File: src/pkg/ctp_pkg.sv
// constants shared by the cascaded 8-bit timer pair block
// assumes a single system clock; all control bits arrive as plain ports
//
// Functional notes
// upper select 100 forms one 16-bit counter
// channels 2/3 cascade exactly like 0/1
// lower select 100 counts upper match A
// match count mode keeps channels independent
// both cascade modes together stop both counters
// 16-bit match flags upper, low byte lower
// pins follow own selects on their matches
// 16-bit capture sets both B flags, stores count
// upper edge select chooses lower pin edge
// upper clear select clears both counters
// lower clear select ignored in 16-bit mode
// upper wrap flag on 16-bit wrap
// lower wrap flag on low byte wrap
// selected pin edge copies counter into B
// software enables capture, picks edge, then clock
// capture in lower disables upper B compare
// three gated request lines per channel
// priority match A, then B, then wrap
// lower A/B share, pair wraps share vector
// converter request only from channel 0 match A
// converter starts only if its enable set
// trigger enable blocks external converter pin
// upper byte steps when low byte wraps
package ctp_pkg;
  localparam logic [2:0]  CKS_DIV8     = 3'h1;
  localparam logic [2:0]  CKS_DIV64    = 3'h2;
  localparam logic [2:0]  CKS_DIV8192  = 3'h3;
  localparam logic [2:0]  CKS_CASCADE  = 3'h4;
  localparam logic [2:0]  CKS_EXT_RISE = 3'h5;
  localparam logic [2:0]  CKS_EXT_FALL = 3'h6;
  localparam logic [2:0]  CKS_EXT_BOTH = 3'h7;
  localparam logic [1:0]  CCLR_MATCH_A = 2'h1;
  localparam logic [1:0]  CCLR_MATCH_B = 2'h2;
  localparam logic [1:0]  CCLR_CAPTURE = 2'h3;
  localparam logic [1:0]  OUT_ZERO     = 2'h1;
  localparam logic [1:0]  OUT_ONE      = 2'h2;
  localparam logic [1:0]  OUT_TOGGLE   = 2'h3;
  localparam logic [1:0]  EDGE_RISE    = 2'h0;
  localparam logic [1:0]  EDGE_FALL    = 2'h1;
  localparam logic [1:0]  IRQ_NONE     = 2'h0;
  localparam logic [1:0]  IRQ_MATCH_A  = 2'h1;
  localparam logic [1:0]  IRQ_MATCH_B  = 2'h2;
  localparam logic [1:0]  IRQ_WRAP     = 2'h3;
  localparam int          PRE_W        = 13;
  localparam logic [12:0] PRE_MASK8    = 13'h0007;
  localparam logic [12:0] PRE_MASK64   = 13'h003F;
  localparam logic [12:0] PRE_MASK8192 = 13'h1FFF;
  localparam logic [12:0] PRE_RST      = 13'h0000;
  localparam logic [7:0]  CNT_MAX      = 8'hFF;
  localparam logic [7:0]  CNT_RST      = 8'h00;
  localparam logic [7:0]  CONST_B_RST  = 8'hFF;
  localparam logic [15:0] CNT16_MAX    = 16'hFFFF;
  localparam int          SYNC_W       = 7;
endpackage

File: src/rtl/ctp_chan.sv
// one 8-bit timer channel: counter, B register, flags and output pin
// assumes count, clear, match and capture events are formed by the pair logic
`timescale 1ns/1ns
module ctp_chan (
  input  wire logic       clk_in,
  input  wire logic       nrst_in,
  input  wire logic       inc_in,
  input  wire logic       clr_in,
  input  wire logic       ev_a_in,
  input  wire logic       ev_b_in,
  input  wire logic       cap_in,
  input  wire logic [7:0] cap_val_in,
  input  wire logic       b_wr_in,
  input  wire logic [7:0] b_wdata_in,
  input  wire logic [1:0] a_sel_in,
  input  wire logic [1:0] b_sel_in,
  input  wire logic       clr_fa_in,
  input  wire logic       clr_fb_in,
  input  wire logic       clr_fw_in,
  output logic      [7:0] cnt_out,
  output logic      [7:0] b_out,
  output logic            fa_out,
  output logic            fb_out,
  output logic            fw_out,
  output logic            pin_out
);
  logic [7:0] cnt_q, cnt_d, b_q, b_d;
  logic       fa_q, fb_q, fw_q, pin_q, pin_d, wrap;
  logic [1:0] act_a, act_b, act;

  assign wrap  = inc_in & (cnt_q == ctp_pkg::CNT_MAX) & ~clr_in;
  // clear beats increment; capture already took the pre-clear value
  assign cnt_d = clr_in ? ctp_pkg::CNT_RST : (inc_in ? cnt_q + 8'h01 : cnt_q);
  // a capture beats a software write of the same register
  assign b_d   = cap_in ? cap_val_in : (b_wr_in ? b_wdata_in : b_q);
  assign act_a = ev_a_in ? a_sel_in : 2'h0;
  assign act_b = ev_b_in ? b_sel_in : 2'h0;
  // action codes are ordered by priority: toggle > one > zero > none
  assign act   = (act_a > act_b) ? act_a : act_b;
  assign pin_d = (act == ctp_pkg::OUT_TOGGLE) ? ~pin_q :
                 (act == ctp_pkg::OUT_ONE) ? 1'b1 :
                 (act == ctp_pkg::OUT_ZERO) ? 1'b0 : pin_q;

  always_ff @(posedge clk_in) begin
    if (!nrst_in) begin
      cnt_q <= ctp_pkg::CNT_RST;
      b_q   <= ctp_pkg::CONST_B_RST;
      fa_q  <= 1'b0;
      fb_q  <= 1'b0;
      fw_q  <= 1'b0;
      pin_q <= 1'b0;
    end else begin
      cnt_q <= cnt_d;
      b_q   <= b_d;
      fa_q  <= ev_a_in | (fa_q & ~clr_fa_in);
      fb_q  <= ev_b_in | cap_in | (fb_q & ~clr_fb_in);
      fw_q  <= wrap | (fw_q & ~clr_fw_in);
      pin_q <= pin_d;
    end
  end

  assign cnt_out = cnt_q;
  assign b_out   = b_q;
  assign fa_out  = fa_q;
  assign fb_out  = fb_q;
  assign fw_out  = fw_q;
  assign pin_out = pin_q;
endmodule // ctp_chan

File: src/rtl/ctp_top.sv
// two cascadable pairs of 8-bit timers (0 upper/1 lower, 2 upper/3 lower)
// assumes control fields arrive as static software-set levels on plain ports
`timescale 1ns/1ns
module ctp_top (
  input  wire logic        CLK_IN,
  input  wire logic        NRST_IN,
  input  wire logic [11:0] CLK_SEL_IN,
  input  wire logic [7:0]  CLEAR_SEL_IN,
  input  wire logic [7:0]  OUT_A_SEL_IN,
  input  wire logic [7:0]  OUT_B_SEL_IN,
  input  wire logic [1:0]  CAPTURE_ENABLE_IN,
  input  wire logic [3:0]  IRQ_EN_A_IN,
  input  wire logic [3:0]  IRQ_EN_B_IN,
  input  wire logic [3:0]  IRQ_EN_W_IN,
  input  wire logic        ADC_TRIG_ENABLE_IN,
  input  wire logic [31:0] CONST_A_IN,
  input  wire logic [31:0] CONST_B_WDATA_IN,
  input  wire logic [3:0]  CONST_B_WR_IN,
  input  wire logic [3:0]  FLAG_A_CLR_IN,
  input  wire logic [3:0]  FLAG_B_CLR_IN,
  input  wire logic [3:0]  FLAG_W_CLR_IN,
  input  wire logic [3:0]  EXT_CLK_IN,
  input  wire logic [1:0]  TIMER_IO_PIN_IN,
  input  wire logic        ADC_TRIGGER_PIN_IN,
  output logic      [31:0] COUNTER_OUT,
  output logic      [31:0] CONST_B_OUT,
  output logic      [3:0]  MATCH_A_FLAG_OUT,
  output logic      [3:0]  MATCH_B_FLAG_OUT,
  output logic      [3:0]  WRAP_FLAG_OUT,
  output logic      [3:0]  TIMER_OUT_PIN_OUT,
  output logic      [1:0]  TIMER_IO_OE_OUT,
  output logic      [3:0]  MATCH_A_IRQ_OUT,
  output logic      [3:0]  MATCH_B_IRQ_OUT,
  output logic      [3:0]  WRAP_IRQ_OUT,
  output logic      [1:0]  SHARED_MATCH_IRQ_OUT,
  output logic      [1:0]  SHARED_WRAP_IRQ_OUT,
  output logic      [7:0]  IRQ_TOP_SRC_OUT,
  output logic             ADC_REQ_OUT,
  output logic             ADC_EXT_TRIG_OUT
);
  // pin synchroniser: bits 3..0 ext clocks, 5..4 io pins, 6 converter pin
  logic [ctp_pkg::SYNC_W-1:0] s1_q, s2_q, s3_q, pins;
  logic [ctp_pkg::PRE_W-1:0]  pre_q;
  logic                       pre_t8, pre_t64, pre_t8192;
  logic [7:0]                 cnt [4];
  logic [7:0]                 breg [4];
  logic [7:0]                 cva [4];
  logic                       base [4];
  logic                       tick [4];
  logic                       clr [4];
  logic                       ma [4];
  logic                       mb [4];
  logic                       cap [4];
  logic                       fa [4];
  logic                       fb [4];
  logic                       fw [4];
  logic [3:0]                 ia_q, ib_q, iw_q;
  logic [1:0]                 sm_q, sw_q, oe_q;
  logic [7:0]                 src_q;
  logic                       adc_req_q, adc_ext_q, adc_req_d;

  assign pins = {ADC_TRIGGER_PIN_IN, TIMER_IO_PIN_IN, EXT_CLK_IN};

  always_ff @(posedge CLK_IN) begin
    if (!NRST_IN) begin
      s1_q  <= '0;
      s2_q  <= '0;
      s3_q  <= '0;
      pre_q <= ctp_pkg::PRE_RST;
    end else begin
      s1_q  <= pins;
      s2_q  <= s1_q;
      s3_q  <= s2_q;
      pre_q <= pre_q + 13'h0001;
    end
  end

  assign pre_t8    = (pre_q & ctp_pkg::PRE_MASK8) == ctp_pkg::PRE_MASK8;
  assign pre_t64   = (pre_q & ctp_pkg::PRE_MASK64) == ctp_pkg::PRE_MASK64;
  assign pre_t8192 = (pre_q & ctp_pkg::PRE_MASK8192) == ctp_pkg::PRE_MASK8192;

  // per-channel clock source and the channel itself
  for (genvar c = 0; c < 4; c++) begin : g_ch
    logic [2:0] sel;
    logic       rise, fall;
    assign sel  = CLK_SEL_IN[3*c +: 3];
    assign rise = s2_q[c] & ~s3_q[c];
    assign fall = ~s2_q[c] & s3_q[c];
    assign cva[c]  = CONST_A_IN[8*c +: 8];
    assign base[c] = ((sel == ctp_pkg::CKS_DIV8) & pre_t8) |
                     ((sel == ctp_pkg::CKS_DIV64) & pre_t64) |
                     ((sel == ctp_pkg::CKS_DIV8192) & pre_t8192) |
                     ((sel == ctp_pkg::CKS_EXT_RISE) & rise) |
                     ((sel == ctp_pkg::CKS_EXT_FALL) & fall) |
                     ((sel == ctp_pkg::CKS_EXT_BOTH) & (rise | fall));

    ctp_chan u_chan (
      .clk_in     (CLK_IN),
      .nrst_in    (NRST_IN),
      .inc_in     (tick[c]),
      .clr_in     (clr[c]),
      .ev_a_in    (ma[c]),
      .ev_b_in    (mb[c]),
      .cap_in     (cap[c]),
      .cap_val_in (cnt[c]),
      .b_wr_in    (CONST_B_WR_IN[c]),
      .b_wdata_in (CONST_B_WDATA_IN[8*c +: 8]),
      .a_sel_in   (OUT_A_SEL_IN[2*c +: 2]),
      .b_sel_in   (OUT_B_SEL_IN[2*c +: 2]),
      .clr_fa_in  (FLAG_A_CLR_IN[c]),
      .clr_fb_in  (FLAG_B_CLR_IN[c]),
      .clr_fw_in  (FLAG_W_CLR_IN[c]),
      .cnt_out    (cnt[c]),
      .b_out      (breg[c]),
      .fa_out     (fa[c]),
      .fb_out     (fb[c]),
      .fw_out     (fw[c]),
      .pin_out    (TIMER_OUT_PIN_OUT[c])
    );

    assign COUNTER_OUT[8*c +: 8] = cnt[c];
    assign CONST_B_OUT[8*c +: 8] = breg[c];
    assign MATCH_A_FLAG_OUT[c]   = fa[c];
    assign MATCH_B_FLAG_OUT[c]   = fb[c];
    assign WRAP_FLAG_OUT[c]      = fw[c];

    always_ff @(posedge CLK_IN) begin
      if (!NRST_IN) begin
        ia_q[c]        <= 1'b0;
        ib_q[c]        <= 1'b0;
        iw_q[c]        <= 1'b0;
        src_q[2*c +: 2] <= ctp_pkg::IRQ_NONE;
      end else begin
        ia_q[c] <= fa[c] & IRQ_EN_A_IN[c];
        ib_q[c] <= fb[c] & IRQ_EN_B_IN[c];
        iw_q[c] <= fw[c] & IRQ_EN_W_IN[c];
        src_q[2*c +: 2] <= (fa[c] & IRQ_EN_A_IN[c]) ? ctp_pkg::IRQ_MATCH_A :
                           (fb[c] & IRQ_EN_B_IN[c]) ? ctp_pkg::IRQ_MATCH_B :
                           (fw[c] & IRQ_EN_W_IN[c]) ? ctp_pkg::IRQ_WRAP :
                           ctp_pkg::IRQ_NONE;
      end
    end
  end

  // cascade logic, identical for both pairs
  for (genvar p = 0; p < 2; p++) begin : g_pair
    localparam int U = 2 * p;
    localparam int L = 2 * p + 1;
    logic       mode16, cmc, bad, capture_enable, edge_hit;
    logic       eq_a_u, eq_b_u, cev_u, cev_l;
    logic [1:0] esel;
    logic [1:0] csel_u, csel_l;
    logic       prise, pfall;

    assign mode16 = CLK_SEL_IN[3*U +: 3] == ctp_pkg::CKS_CASCADE;
    assign cmc    = CLK_SEL_IN[3*L +: 3] == ctp_pkg::CKS_CASCADE;
    assign bad    = mode16 & cmc;
    assign capture_enable    = CAPTURE_ENABLE_IN[p];
    assign csel_u = CLEAR_SEL_IN[2*U +: 2];
    assign csel_l = CLEAR_SEL_IN[2*L +: 2];

    // the lower counter's match A input is built from the upper's base clock so
    // that no combinational loop runs through the two cascade selects
    assign tick[L] = ~bad & (cmc ? (base[U] & (cnt[U] == cva[U])) : base[L]);
    assign tick[U] = ~bad & (mode16 ? (base[L] & (cnt[L] == ctp_pkg::CNT_MAX))
                                    : base[U]);

    assign eq_a_u = mode16 ? ({cnt[U], cnt[L]} == {cva[U], cva[L]}) : (cnt[U] == cva[U]);
    assign eq_b_u = mode16 ? ({cnt[U], cnt[L]} == {breg[U], breg[L]}) : (cnt[U] == breg[U]);
    assign ma[U]  = (mode16 ? tick[L] : tick[U]) & eq_a_u;
    assign ma[L]  = tick[L] & (cnt[L] == cva[L]);
    assign mb[U]  = ~capture_enable & (mode16 ? tick[L] : tick[U]) & eq_b_u;
    assign mb[L]  = ~capture_enable & tick[L] & (cnt[L] == breg[L]);

    // edge select comes from the upper channel while cascaded
    assign esel     = mode16 ? OUT_B_SEL_IN[2*U +: 2] : OUT_B_SEL_IN[2*L +: 2];
    assign prise    = s2_q[4+p] & ~s3_q[4+p];
    assign pfall    = ~s2_q[4+p] & s3_q[4+p];
    assign edge_hit = (esel == ctp_pkg::EDGE_RISE) ? prise :
                      (esel == ctp_pkg::EDGE_FALL) ? pfall : (prise | pfall);
    assign cap[L]   = capture_enable & edge_hit;
    assign cap[U]   = mode16 & cap[L];

    assign cev_u = ((csel_u == ctp_pkg::CCLR_MATCH_A) & ma[U]) |
                   ((csel_u == ctp_pkg::CCLR_MATCH_B) & mb[U]) |
                   ((csel_u == ctp_pkg::CCLR_CAPTURE) & cap[U]);
    assign cev_l = ((csel_l == ctp_pkg::CCLR_MATCH_A) & ma[L]) |
                   ((csel_l == ctp_pkg::CCLR_MATCH_B) & mb[L]) |
                   ((csel_l == ctp_pkg::CCLR_CAPTURE) & cap[L]);
    assign clr[U] = cev_u;
    assign clr[L] = mode16 ? cev_u : cev_l;

    always_ff @(posedge CLK_IN) begin
      if (!NRST_IN) begin
        sm_q[p] <= 1'b0;
        sw_q[p] <= 1'b0;
        oe_q[p] <= 1'b0;
      end else begin
        sm_q[p] <= (fa[L] & IRQ_EN_A_IN[L]) | (fb[L] & IRQ_EN_B_IN[L]);
        sw_q[p] <= (fw[U] & IRQ_EN_W_IN[U]) | (fw[L] & IRQ_EN_W_IN[L]);
        oe_q[p] <= ~capture_enable & ((OUT_A_SEL_IN[2*L +: 2] | OUT_B_SEL_IN[2*L +: 2]) != 2'h0);
      end
    end

  end

  assign adc_req_d = ma[0] & ADC_TRIG_ENABLE_IN;

  always_ff @(posedge CLK_IN) begin
    if (!NRST_IN) begin
      adc_req_q <= 1'b0;
      adc_ext_q <= 1'b0;
    end else begin
      adc_req_q <= adc_req_d;
      adc_ext_q <= s2_q[6] & ~ADC_TRIG_ENABLE_IN;
    end
  end

  assign MATCH_A_IRQ_OUT      = ia_q;
  assign MATCH_B_IRQ_OUT      = ib_q;
  assign WRAP_IRQ_OUT         = iw_q;
  assign SHARED_MATCH_IRQ_OUT = sm_q;
  assign SHARED_WRAP_IRQ_OUT  = sw_q;
  assign IRQ_TOP_SRC_OUT      = src_q;
  assign TIMER_IO_OE_OUT      = oe_q;
  assign ADC_REQ_OUT          = adc_req_q;
  assign ADC_EXT_TRIG_OUT     = adc_ext_q;
endmodule // ctp_top

File: config.mk
export PLATFORM = sky130hd
export DESIGN_NAME = ctp_top
export DESIGN_NICKNAME = d
export VERILOG_FILES = /design/src/pkg/ctp_pkg.sv /design/src/rtl/ctp_chan.sv /design/src/rtl/ctp_top.sv
export SDC_FILE = /design/constraint.sdc
export NUM_CORES = 1
export LEC_CHECK = 0
export BUFFER_PORTS_ARGS = -buffer_cell sky130_fd_sc_hd__buf_2
export CORE_ASPECT_RATIO = 0.8
export CORE_MARGIN = 2
export CORE_UTILIZATION = 50
export CTS_CLUSTER_SIZE = 14
export DETAILED_ROUTE_END_ITERATION = 8
export PLACE_DENSITY = 0.79
export SYNTH_ARGS = -nofsm -noshare
export SYNTH_HDL_FRONTEND = slang
export SYNTH_HIERARCHICAL = 1
export SYNTH_SLANG_ARGS = --single-unit
File: constraint.sdc
create_clock -name CLK_IN -period 3.4 [get_ports CLK_IN]
set_input_delay 0.17 -clock CLK_IN [delete_from_list [all_inputs] [get_ports CLK_IN]]
set_output_delay 0.17 -clock CLK_IN [all_outputs]
set_load 0.005 [all_outputs]
==> results.toml, run 1 <==
[run_status]
outcome = "finished, final reports clean"

[routing]
drtPass1Iterations = 5
drt-initial-drc-count = 586
antenna_violating_nets_post_route = 0
via_per_inst = 5.31
totalWireLength_mm = 20.0
post_drt_wl_per_cell_um = 15.6
drc_errors = 0
top_layer_used = "met4"
met2RoutedLength_mm = 9.18
route.met3.wl_mm = 1.12
met1Wirelength_mm = 9.39
routed-via-count = 6826

[sta]
max_slew_margin_pct = 54.2
maxClockFrequency_mhz = 307
final.period_utilization_pct = 95.8
final_max_slew_viol_count = 0
timing.final.crit_period_ps = 3260
finalHoldViolations = 0
post-route-worst-setup-slack_ps = 144
setup_viol_count_final = 0
grt_setup_unrepaired = "yes"
tightest_slew_ps = 687
finalClockSkew_ps = 8.34

[cells_and_area]
post-route-cell-area_um2 = 9740
synthToLayoutAreaGrowth_pct = 30.9
fillerInstances = 1191
antennaDiodeCount = 0
post_route_cells_drive_above_1_share_pct = 31.9
multi_input_area_um2 = 4370
finalNetCount = 1261
layout.area.seq_um2 = 2820

[floorplan]
floorplan.die_area_um2 = 15900
die_w_um = 140
die-height_um = 113
placement_rows = 39
initial_utilization_pct = 51.7
pin_count = 248
floorplan.core_area_um2 = 14400

[logic_synthesis]
netlist_top_cells_area = "dfxtp_1 38%, xor2_1 6.7%, mux2i_1 6.1%"
yosysWarningCount = 6
synthMostInstantiatedCell = "dfxtp_1"
synthDominantCellAreaShare_pct = 37.9
ys.flop_type = "dfxtp_1"
yosys.cell_types.count = 57
syn-mean-instance-area_um2 = 9.18
ys_seq_area_share_pct = 37.9
synth.net_count = 980
synthCells = 810
synth-edff-count = 0
ys_async_sr_fraction_pct = 0
synth.cells.most_frequent = "141 x dfxtp_1, 82 x nand2_1, 57 x xor2_1"
synth_top_area_cell = "dfxtp_1"
postSynthRegisterBits = 141
netlist_area_um2 = 7440

[clock_tree]
cts.sink_count = 141
clock_transition_at_the_registers_of_the_reported_paths_ps = 60
clock-root-buffer = "clkbuf_16"
tritoncts = "yes"
clk_latency_ps = 410
clockBufferDepth = 2
clock_tree.htree_level_count = 4
numCtsBuffers = 17

[min_path]
hold_path.class = "primary input to flop"
hold_path_end = "MATCH_B_IRQ_OUT[2]"
hold_depth = 2
timing.hold.worst.start = "IRQ_EN_B_IN[2]"

[critical_path]
cp_data_required_time_ps = 3700
worst_reg2reg_path_length_in_cells = 12
crit-reg2reg-capture = "g_ch[2].u_chan/pin_out"
arrival_ps = 3550
worstPathCellList = "ha_1, nand2_1, o41ai_2, o211ai_2, o31ai_4, nand2_1, a21oi_2, and2_1, ha_1, nor2b_1, o21a_1, o311ai_0"
cpPeakStageDelay_ps = 380
timing_worst_setup_path_type = "flop to flop"
rrSetupSlack_ps = 140
worst-path-max-fanout = 5
endpoint_kind = "flop"
worst_setup_path_start_kind = "flop"
worst_path_max_delay_cell = "dfxtp_1"
rr_startpoint = "pre_q[0]"

[grt]
wire_length_of_the_first_global_routing_pass_mm = 31.8
globalRoute.totalOverflow = 0
antenna_found_initial = 0
number_of_global_route_vias_before_repair = 6479
pin_count_of_the_biggest_net_entering_global_routing = 66
grt_use_total_pct = 24.8

[placement]
placement.cell_area_um2 = 9000
detailed_place_hpwl_mm = 15.0
place_ws_ps = 111
port_buffers = 247
gp_congestion = 0.860

[power_and_ir_drop]
max-vdd-ir-drop_mv = 0.330
power_density_nw_per_um2 = 411
power_w = 0.00400
leakage_nw = 4.44

[run]
cap_viol_max_count = 0
[per-layer routing]
metal / up-vias / GRT usage, %
met2: 202 / 39.0
li1: 3381 / -
met3: 27 / 5.50
met1: 3216 / 34.1
met5: - / 0
met4: 0 / 7.81
[stage by stage]
stage                     hold WS, ps  instances  TNS [ps]  util, %
final                            28.0       1286         0     67.6
after global routing             23.1       1286      -143     67.6
after CTS                        15.2       1284         0     67.4
after detailed placement          369       1241         0     62.5
after global placement            367       1241         0     62.5
after floorplan                   242        810         0        -
[registers in the layout, indices dropped and copies added, names as in the netlist, 6 cells and up]
signal	cells
s3_q	6
s2_q	7
IRQ_TOP_SRC_OUT	8
s1_q	7
g_ch.u_chan/cnt_out	32
g_ch.u_chan/b_out	32
pre_q	13
[power by group]
part / leakage, nW / internal, W / switching [W] / total, W
Combinational: 3.02 / 0.000226 / 0.000201 / 0.000427
Sequential: 1.15 / 0.00170 / 0.0000425 / 0.00175
Clock: 0.273 / 0.00116 / 0.000669 / 0.00183
[layout make-up]
| cell class | instances | area share [%] |
|---|---|---|
| well taps | 184 | 2.36 |
| flip-flops and latches | 141 | 29.0 |
| clock inverters | 7 | 1.18 |
| inverters | 40 | 1.54 |
| clock buffers | 23 | 4.70 |
| multi-input cells | 603 | 44.9 |
| repair buffers | 288 | 16.3 |
[critical path: cells and delay by family, from the launching register on]
family                     cells  cell delay, ps
and+or+nand+nor                4             670
AOI/OAI and AO/OA              6            1600
DFF                            1             380
adders and majority gates      2             480
[layout by cell type, fill, tap and decap left out, types with 6 or more instances in the layout]
master | Yosys | final
nor2b_1 | 21 | 20
dfxtp_1 | 141 | 141
a21oi_1 | 24 | 22
ha_1 | 30 | 29
inv_1 | 40 | 40
nand4_1 | 23 | 23
nand2b_1 | 10 | 10
xnor2_1 | 32 | 32
nor2_1 | 37 | 37
nand2_1 | 82 | 82
and2_1 | 46 | 46
buf_2 | 13 | 246
and3_1 | 6 | 6
mux2_2 | 35 | 35
buf_4 | 0 | 28
nand3_1 | 22 | 22
o21a_1 | 14 | 14
clkbuf_16 | 0 | 17
xor2_1 | 57 | 57
dlygate4sd3_1 | 0 | 13
mux2i_1 | 45 | 45
nor4_1 | 17 | 17
o21ai_0 | 17 | 17
or3_1 | 15 | 15
[worst max-delay path by stage]
stage,cells after the start,to,slack [ps],start
after global placement,12,g_ch[3].u_chan/pin_out,350,pre_q[0]
after detailed placement,12,g_ch[2].u_chan/pin_out,110,pre_q[0]
after CTS,12,g_ch[3].u_chan/pin_out,90,pre_q[0]
final,12,g_ch[2].u_chan/pin_out,140,pre_q[0]
after floorplan,11,g_ch[3].u_chan/pin_out,560,pre_q[0]
after global routing,12,g_ch[2].u_chan/pin_out,-80,pre_q[0]
[what timing repair did]
| item | in CTS | in global routing |
|---|---|---|
| hold buffers | 13 | 0 |
| gates resized for setup | 0 | 6 |
| hold endpoints to repair | 13 | 0 |
| buffers inserted | 0 | 2 |
| setup endpoints to repair | 0 | 4 |
[kinds of logic after synthesis]
group,share of synthesized area [%]
adder cells (fa/ha/maj),5.05
XOR/XNOR,10.5
AO/OA/AOI/OAI,9.42
buffers and inverters,3.55
multiplexers,11.4
AND/OR/NAND/NOR,22.2
flip-flops,37.9
(Power assumes the default switching activity.)
==> run 2, diff against run 1 <==
--- a/config.mk
+++ b/config.mk
@@ -7,9 +7,7 @@
 export LEC_CHECK = 0
 export BUFFER_PORTS_ARGS = -buffer_cell sky130_fd_sc_hd__buf_2
 export CORE_ASPECT_RATIO = 0.8
-export CORE_MARGIN = 2
 export CORE_UTILIZATION = 50
-export CTS_CLUSTER_SIZE = 14
 export DETAILED_ROUTE_END_ITERATION = 8
 export PLACE_DENSITY = 0.79
 export SYNTH_ARGS = -nofsm -noshare
==> run 2 against run 1 <==
Compared with the run above:
- the flow now finishes with violations (design-rule violations)
- total power is 2.2% lower
- clock power is 5% lower
- fmax is 2.4% higher
- largest cell class unchanged
- sequential share of layout area is 0.074 points lower
==> results.toml, run 2 (synthesis gave the netlist of run 1 again) <==
[clock_tree]
cts.sink_count = 141
clock-root-buffer = "clkbuf_16"
clk_latency_ps = 410
clock_tree.htree_level_count = 4
clockBufferDepth = 2
numCtsBuffers = 17
tritoncts = "yes"
clock_transition_at_the_registers_of_the_reported_paths_ps = 60

[power_and_ir_drop]
power_w = 0.00391
power_density_nw_per_um2 = 401
leakage_nw = 4.45
max-vdd-ir-drop_mv = 0.352

[sta]
setup_viol_count_final = 0
finalHoldViolations = 0
final_max_slew_viol_count = 0
grt_setup_unrepaired = "yes"
final.period_utilization_pct = 93.5
tightest_slew_ps = 865
maxClockFrequency_mhz = 315
finalClockSkew_ps = 13.7
timing.final.crit_period_ps = 3180
max_slew_margin_pct = 42.3
timing.setup.tns_ps = 0

[run]
cap_viol_max_count = 0

[floorplan]
initial_utilization_pct = 51.7
die-height_um = 111
die_w_um = 138
floorplan.core_area_um2 = 14400
placement_rows = 39
pin_count = 248
floorplan.die_area_um2 = 15400

[critical_path]
worst-path-max-fanout = 8
worst_reg2reg_path_length_in_cells = 13
timing_worst_setup_path_type = "flop to flop"
first_element_of_the_critical_path = "pre_q[0]"
crit-reg2reg-capture = "g_ch[3].u_chan/pin_out"
endpoint_kind = "flop"
critPathCapture = "g_ch[3].u_chan/pin_out"
cpPeakStageDelay_ps = 390
worst_path_max_delay_cell = "dfxtp_1"
rr_startpoint = "pre_q[0]"
crit_family = "compound AO/OA/AOI/OAI gates"
cp_data_required_time_ps = 3690
arrival_ps = 3470
rrSetupSlack_ps = 220
worstPathCellList = "ha_2, ha_2, mux2i_1, a21oi_2, o211ai_4, o31ai_4, buf_4, nor2b_1, and2_1, ha_1, nor2b_1, o21a_1, o311ai_0"
crit_path_buffers_inverters = 1
path_depth = 13
worst_setup_path_start_kind = "flop"

[placement]
port_buffers = 247
detailed_place_hpwl_mm = 14.8
gp_congestion = 0.846
placement.cell_area_um2 = 9020
dpl.cell_count = 1245

[routing]
via_per_inst = 5.26
drtPass1Iterations = 7
drc_errors = 14
routed-via-count = 6782
totalWireLength_mm = 19.6
antenna_violating_nets_post_route = 0
drt-initial-drc-count = 465
post_drt_wl_per_cell_um = 15.2

[grt]
grt_use_total_pct = 25.6
globalRoute.totalOverflow = 0
pin_count_of_the_biggest_net_entering_global_routing = 86
number_of_global_route_vias_before_repair = 6419
wire_length_of_the_first_global_routing_pass_mm = 31.8
antenna_found_initial = 0

[cells_and_area]
finalNetCount = 1264
layout.cells.non_filler = 1290
synthToLayoutAreaGrowth_pct = 31.2
post_route_cells_drive_above_1_share_pct = 32.6
antennaDiodeCount = 0
post-route-cell-area_um2 = 9760
final_core_util_pct = 67.8
layout.cells.most_common = "buf_2"
mostFrequentLayoutCells = "246 x buf_2, 141 x dfxtp_1, 81 x nand2_1"

[run_status]
violations_in_the_final_reports = "design-rule violations"
outcome = "finished with violations"

[min_path]
hold_depth = 2
hold_path.class = "primary input to flop"
==> run 2: cell type report <==
type | count | area [µm²]
inverter | 40 | 150
clock buffer | 19 | 443
multi-input combinational | 603 | 4400
sequential | 141 | 2820
fill | 1146 | 4630
clock inverter | 12 | 116
tap | 184 | 230
timing repair buffer | 291 | 1600
==> run 2: where the power goes <==
group / switching (W) / total (W) / internal (W)
Sequential: 0.0000436 / 0.00175 / 0.00170
Combinational: 0.000200 / 0.000425 / 0.000225
Clock: 0.000716 / 0.00174 / 0.00103
==> run 2: worst min-delay path by stage <==
stage / start / endpoint / slack, ps
floorplan: ADC_TRIG_ENABLE_IN / ADC_EXT_TRIG_OUT / 240
global placement: IRQ_EN_A_IN[0] / IRQ_TOP_SRC_OUT[1] / 370
detailed placement: IRQ_EN_A_IN[0] / IRQ_TOP_SRC_OUT[1] / 370
CTS: IRQ_EN_B_IN[2] / MATCH_B_IRQ_OUT[2] / 10
global route: IRQ_EN_B_IN[2] / MATCH_B_IRQ_OUT[2] / 40
finish: IRQ_EN_B_IN[2] / MATCH_B_IRQ_OUT[2] / 30
==> run 2: layer usage <==
| metal | part of all wire, % | vias to the layer above | track usage, % |
|---|---|---|---|
| li1 | - | 3404 | - |
| met3 | 4.7 | 27 | 3.93 |
| met4 | 1.5 | 0 | 8.24 |
| met5 | 0 | - | 0 |
| met2 | 46 | 192 | 40.4 |
| met1 | 48 | 3159 | 35.8 |
==> run 2: what timing repair did <==
| action | 4_1_cts | 5_1_grt |
|---|---|---|
| endpoints found under the setup margin | 0 | 4 |
| hold buffers | 13 | 0 |
| setup buffers | 0 | 1 |
| endpoints found under the hold margin | 13 | 0 |
| gates resized for setup | 0 | 10 |
==> run 2: through the flow <==
step                      hold slack (ps)  worst slack [ps]
after floorplan                       242               559
after global placement                366               345
after detailed placement              370               187
after CTS                            11.9               160
after global routing                 35.8              7.45
final                                30.5               222
==> run 3, diff against run 2 <==
--- a/config.mk
+++ b/config.mk
@@ -12,5 +12,4 @@
 export PLACE_DENSITY = 0.79
 export SYNTH_ARGS = -nofsm -noshare
 export SYNTH_HDL_FRONTEND = slang
-export SYNTH_HIERARCHICAL = 1
 export SYNTH_SLANG_ARGS = --single-unit
==> run 3 against run 2 <==
Compared with the run above:
- the run now ends clean
- via count is 5.8% higher
- clock power rose by 6%
- cell area increased by 1.7%
- combinational power rose by 7.1%
- largest power group is now clock
- synthesized cell count up 9.4%
- critical path depth rose by 2
- first-iteration DRC count decreased by 12%
- hold slack worse by 2.3 ps
- final cell count increased by 4.1%
- highest routed layer unchanged
==> results.toml, run 3 <==
[logic_synthesis]
synth.cells.most_frequent = "141 x dfxtp_1, 95 x nand2_1, 55 x nor2_1"
ys_seq_area_share_pct = 36.7
netlist_area_um2 = 7690
synthCells = 886
yosys.cell_types.count = 66
ys.flop_type = "dfxtp_1"
yosysWarningCount = 0
synthDominantCellAreaShare_pct = 36.7
netlist_top_cells_area = "dfxtp_1 37%, xor2_1 6.0%, xnor2_1 5.6%"
synth.net_count = 1056
ys_async_sr_fraction_pct = 0
synth_top_area_cell = "dfxtp_1"
postSynthRegisterBits = 141
synth-edff-count = 0
synthMostInstantiatedCell = "dfxtp_1"
syn-mean-instance-area_um2 = 8.68

[critical_path]
rrSetupSlack_ps = 180
arrival_ps = 3540
cp_data_required_time_ps = 3710
crit-reg2reg-capture = "g_ch[2].u_chan.pin_out"
critPathCapture = "g_ch[2].u_chan.pin_out"
timing_worst_setup_path_type = "flop to flop"
worst-path-max-fanout = 7
first_element_of_the_critical_path = "pre_q[0]"
worst_reg2reg_path_length_in_cells = 15
rr_startpoint = "pre_q[0]"
endpoint_kind = "flop"
worst_setup_path_start_kind = "flop"

[placement]
gp_congestion = 0.909
detailed_place_hpwl_mm = 15.7
placement.cell_area_um2 = 9110
port_buffers = 247

[cells_and_area]
antennaDiodeCount = 0
mostFrequentLayoutCells = "247 x buf_2, 141 x dfxtp_1, 94 x nand2_1"
finalNetCount = 1311
post_route_cells_drive_above_1_share_pct = 31.8
layout.cells.most_common = "buf_2"
post-route-cell-area_um2 = 9920
synthToLayoutAreaGrowth_pct = 29.0

[grt]
wire_length_of_the_first_global_routing_pass_mm = 32.7
pin_count_of_the_biggest_net_entering_global_routing = 32
antenna_found_initial = 0
number_of_global_route_vias_before_repair = 6766
globalRoute.totalOverflow = 0
grt_use_total_pct = 25.9

[floorplan]
pin_count = 248
die-height_um = 113
floorplan.core_area_um2 = 15000
die_w_um = 141
initial_utilization_pct = 51.2
placement_rows = 40
floorplan.die_area_um2 = 15900

[sta]
max_slew_margin_pct = 51.6
finalHoldViolations = 0
finalClockSkew_ps = 9.29
maxClockFrequency_mhz = 310
tightest_slew_ps = 726
timing.final.crit_period_ps = 3220
holdWs_ps = 28.2
final_max_slew_viol_count = 0
setup_viol_count_final = 0
final.period_utilization_pct = 94.8

[power_and_ir_drop]
power_density_nw_per_um2 = 409
leakage_nw = 4.59
max-vdd-ir-drop_mv = 0.403
power_w = 0.00406

[clock_tree]
clk_latency_ps = 420
clockBufferDepth = 2
numCtsBuffers = 17
clock_transition_at_the_registers_of_the_reported_paths_ps = 60
clock_tree.htree_level_count = 4
clock-root-buffer = "clkbuf_16"
tritoncts = "yes"
cts.sink_count = 141

[run]
cap_viol_max_count = 0

[routing]
post_drt_wl_per_cell_um = 15.2
drtPass1Iterations = 7
drc_errors = 0
via_per_inst = 5.34
routed-via-count = 7177
drt-initial-drc-count = 408
antenna_violating_nets_post_route = 0
totalWireLength_mm = 20.5

[run_status]
outcome = "finished, final reports clean"

[min_path]
hold_path.class = "primary input to flop"
-- run 3: cell types whose count changed in the layout (fill, tap and decap cells not counted), sizes merged, moves of 9 or more --
cell   previous run  this run
o21a             14         5
nand4            27        14
nand2            82        95
nor2b            21         5
a21oi            24        54
mux2             35        26
xnor2            32        49
and2             47        28
inv              42        52
or3              15         2
and3              6        16
nor2             37        55
-- run 3: metal layers --
layer	global-route usage, %	wire, µm
met3	5.46	1310
met1	34.4	9560
met4	11.7	460
met2	40.5	9150
met5	0	0
-- run 3: logic make-up after synthesis --
group	share of synthesized area (%)
xor gates and xnor gates	11.6
and+or+nand+nor	19.7
DFF	36.7
AOI/OAI and AO/OA	11.8
adders and majority gates	4.88
muxes	9.01
buffers and inverters	6.29
-- run 3: area by class of cell --
cell class | count | area, µm²
repair buffers | 296 | 1640
clock inverters | 12 | 138
inverters | 51 | 191
flip-flops and latches | 141 | 2820
fillers | 1303 | 5090
clock buffers | 20 | 457
multi-input cells | 634 | 4440
well taps | 189 | 236
-- run 3: worst min-delay path by stage --
stage                                  end  slack, ps  depth (start not counted)          startpoint
finish              SHARED_WRAP_IRQ_OUT[1]         30                          3      IRQ_EN_W_IN[2]
global route            MATCH_B_IRQ_OUT[0]         30                          2      IRQ_EN_B_IN[0]
CTS                 SHARED_WRAP_IRQ_OUT[0]          8                          3      IRQ_EN_W_IN[0]
detailed placement        ADC_EXT_TRIG_OUT        360                          2  ADC_TRIG_ENABLE_IN
global placement          ADC_EXT_TRIG_OUT        360                          2  ADC_TRIG_ENABLE_IN
floorplan                 ADC_EXT_TRIG_OUT        240                          1  ADC_TRIG_ENABLE_IN
-- run 3: repair_timing --
action | 4_1_cts | 5_1_grt
pin swaps | 0 | 5
resized for setup | 1 | 15
endpoints found under the setup margin | 1 | 4
hold endpoints to repair | 15 | 0
hold buffers | 13 | 0
setup buffers | 0 | 5
-- run 3: power breakdown --
group          leakage [nW]  switching (W)  internal [W]
Clock                 0.275       0.000728       0.00112
Sequential             1.15      0.0000450       0.00170
Combinational          3.17       0.000226      0.000229
-- run 3: stage by stage --
stage / cells / utilization [%] / setup TNS [ps] / worst slack, ps
after floorplan: 886 / - / 0 / 226
after global placement: 1293 / 60.7 / 0 / 186
after detailed placement: 1293 / 60.7 / 0 / 4.29
after CTS: 1338 / 65.5 / 0 / 78.4
after global routing: 1343 / 66.1 / -164 / -51.6
final: 1343 / 66.1 / 0 / 175
-- run 3: critical path, cell delays in order, from the launching register on --
cell	delay, ps
dfxtp_1	340
ha_1	200
buf_4	160
nand2_1	100
nor4_4	310
buf_4	180
o2111a_1	260
o21bai_1	160
a21oi_2	200
nand2_1	100
ha_1	300
a21oi_1	140
a21oi_1	80
a2111oi_2	340
a311oi_1	90
o21a_1	180
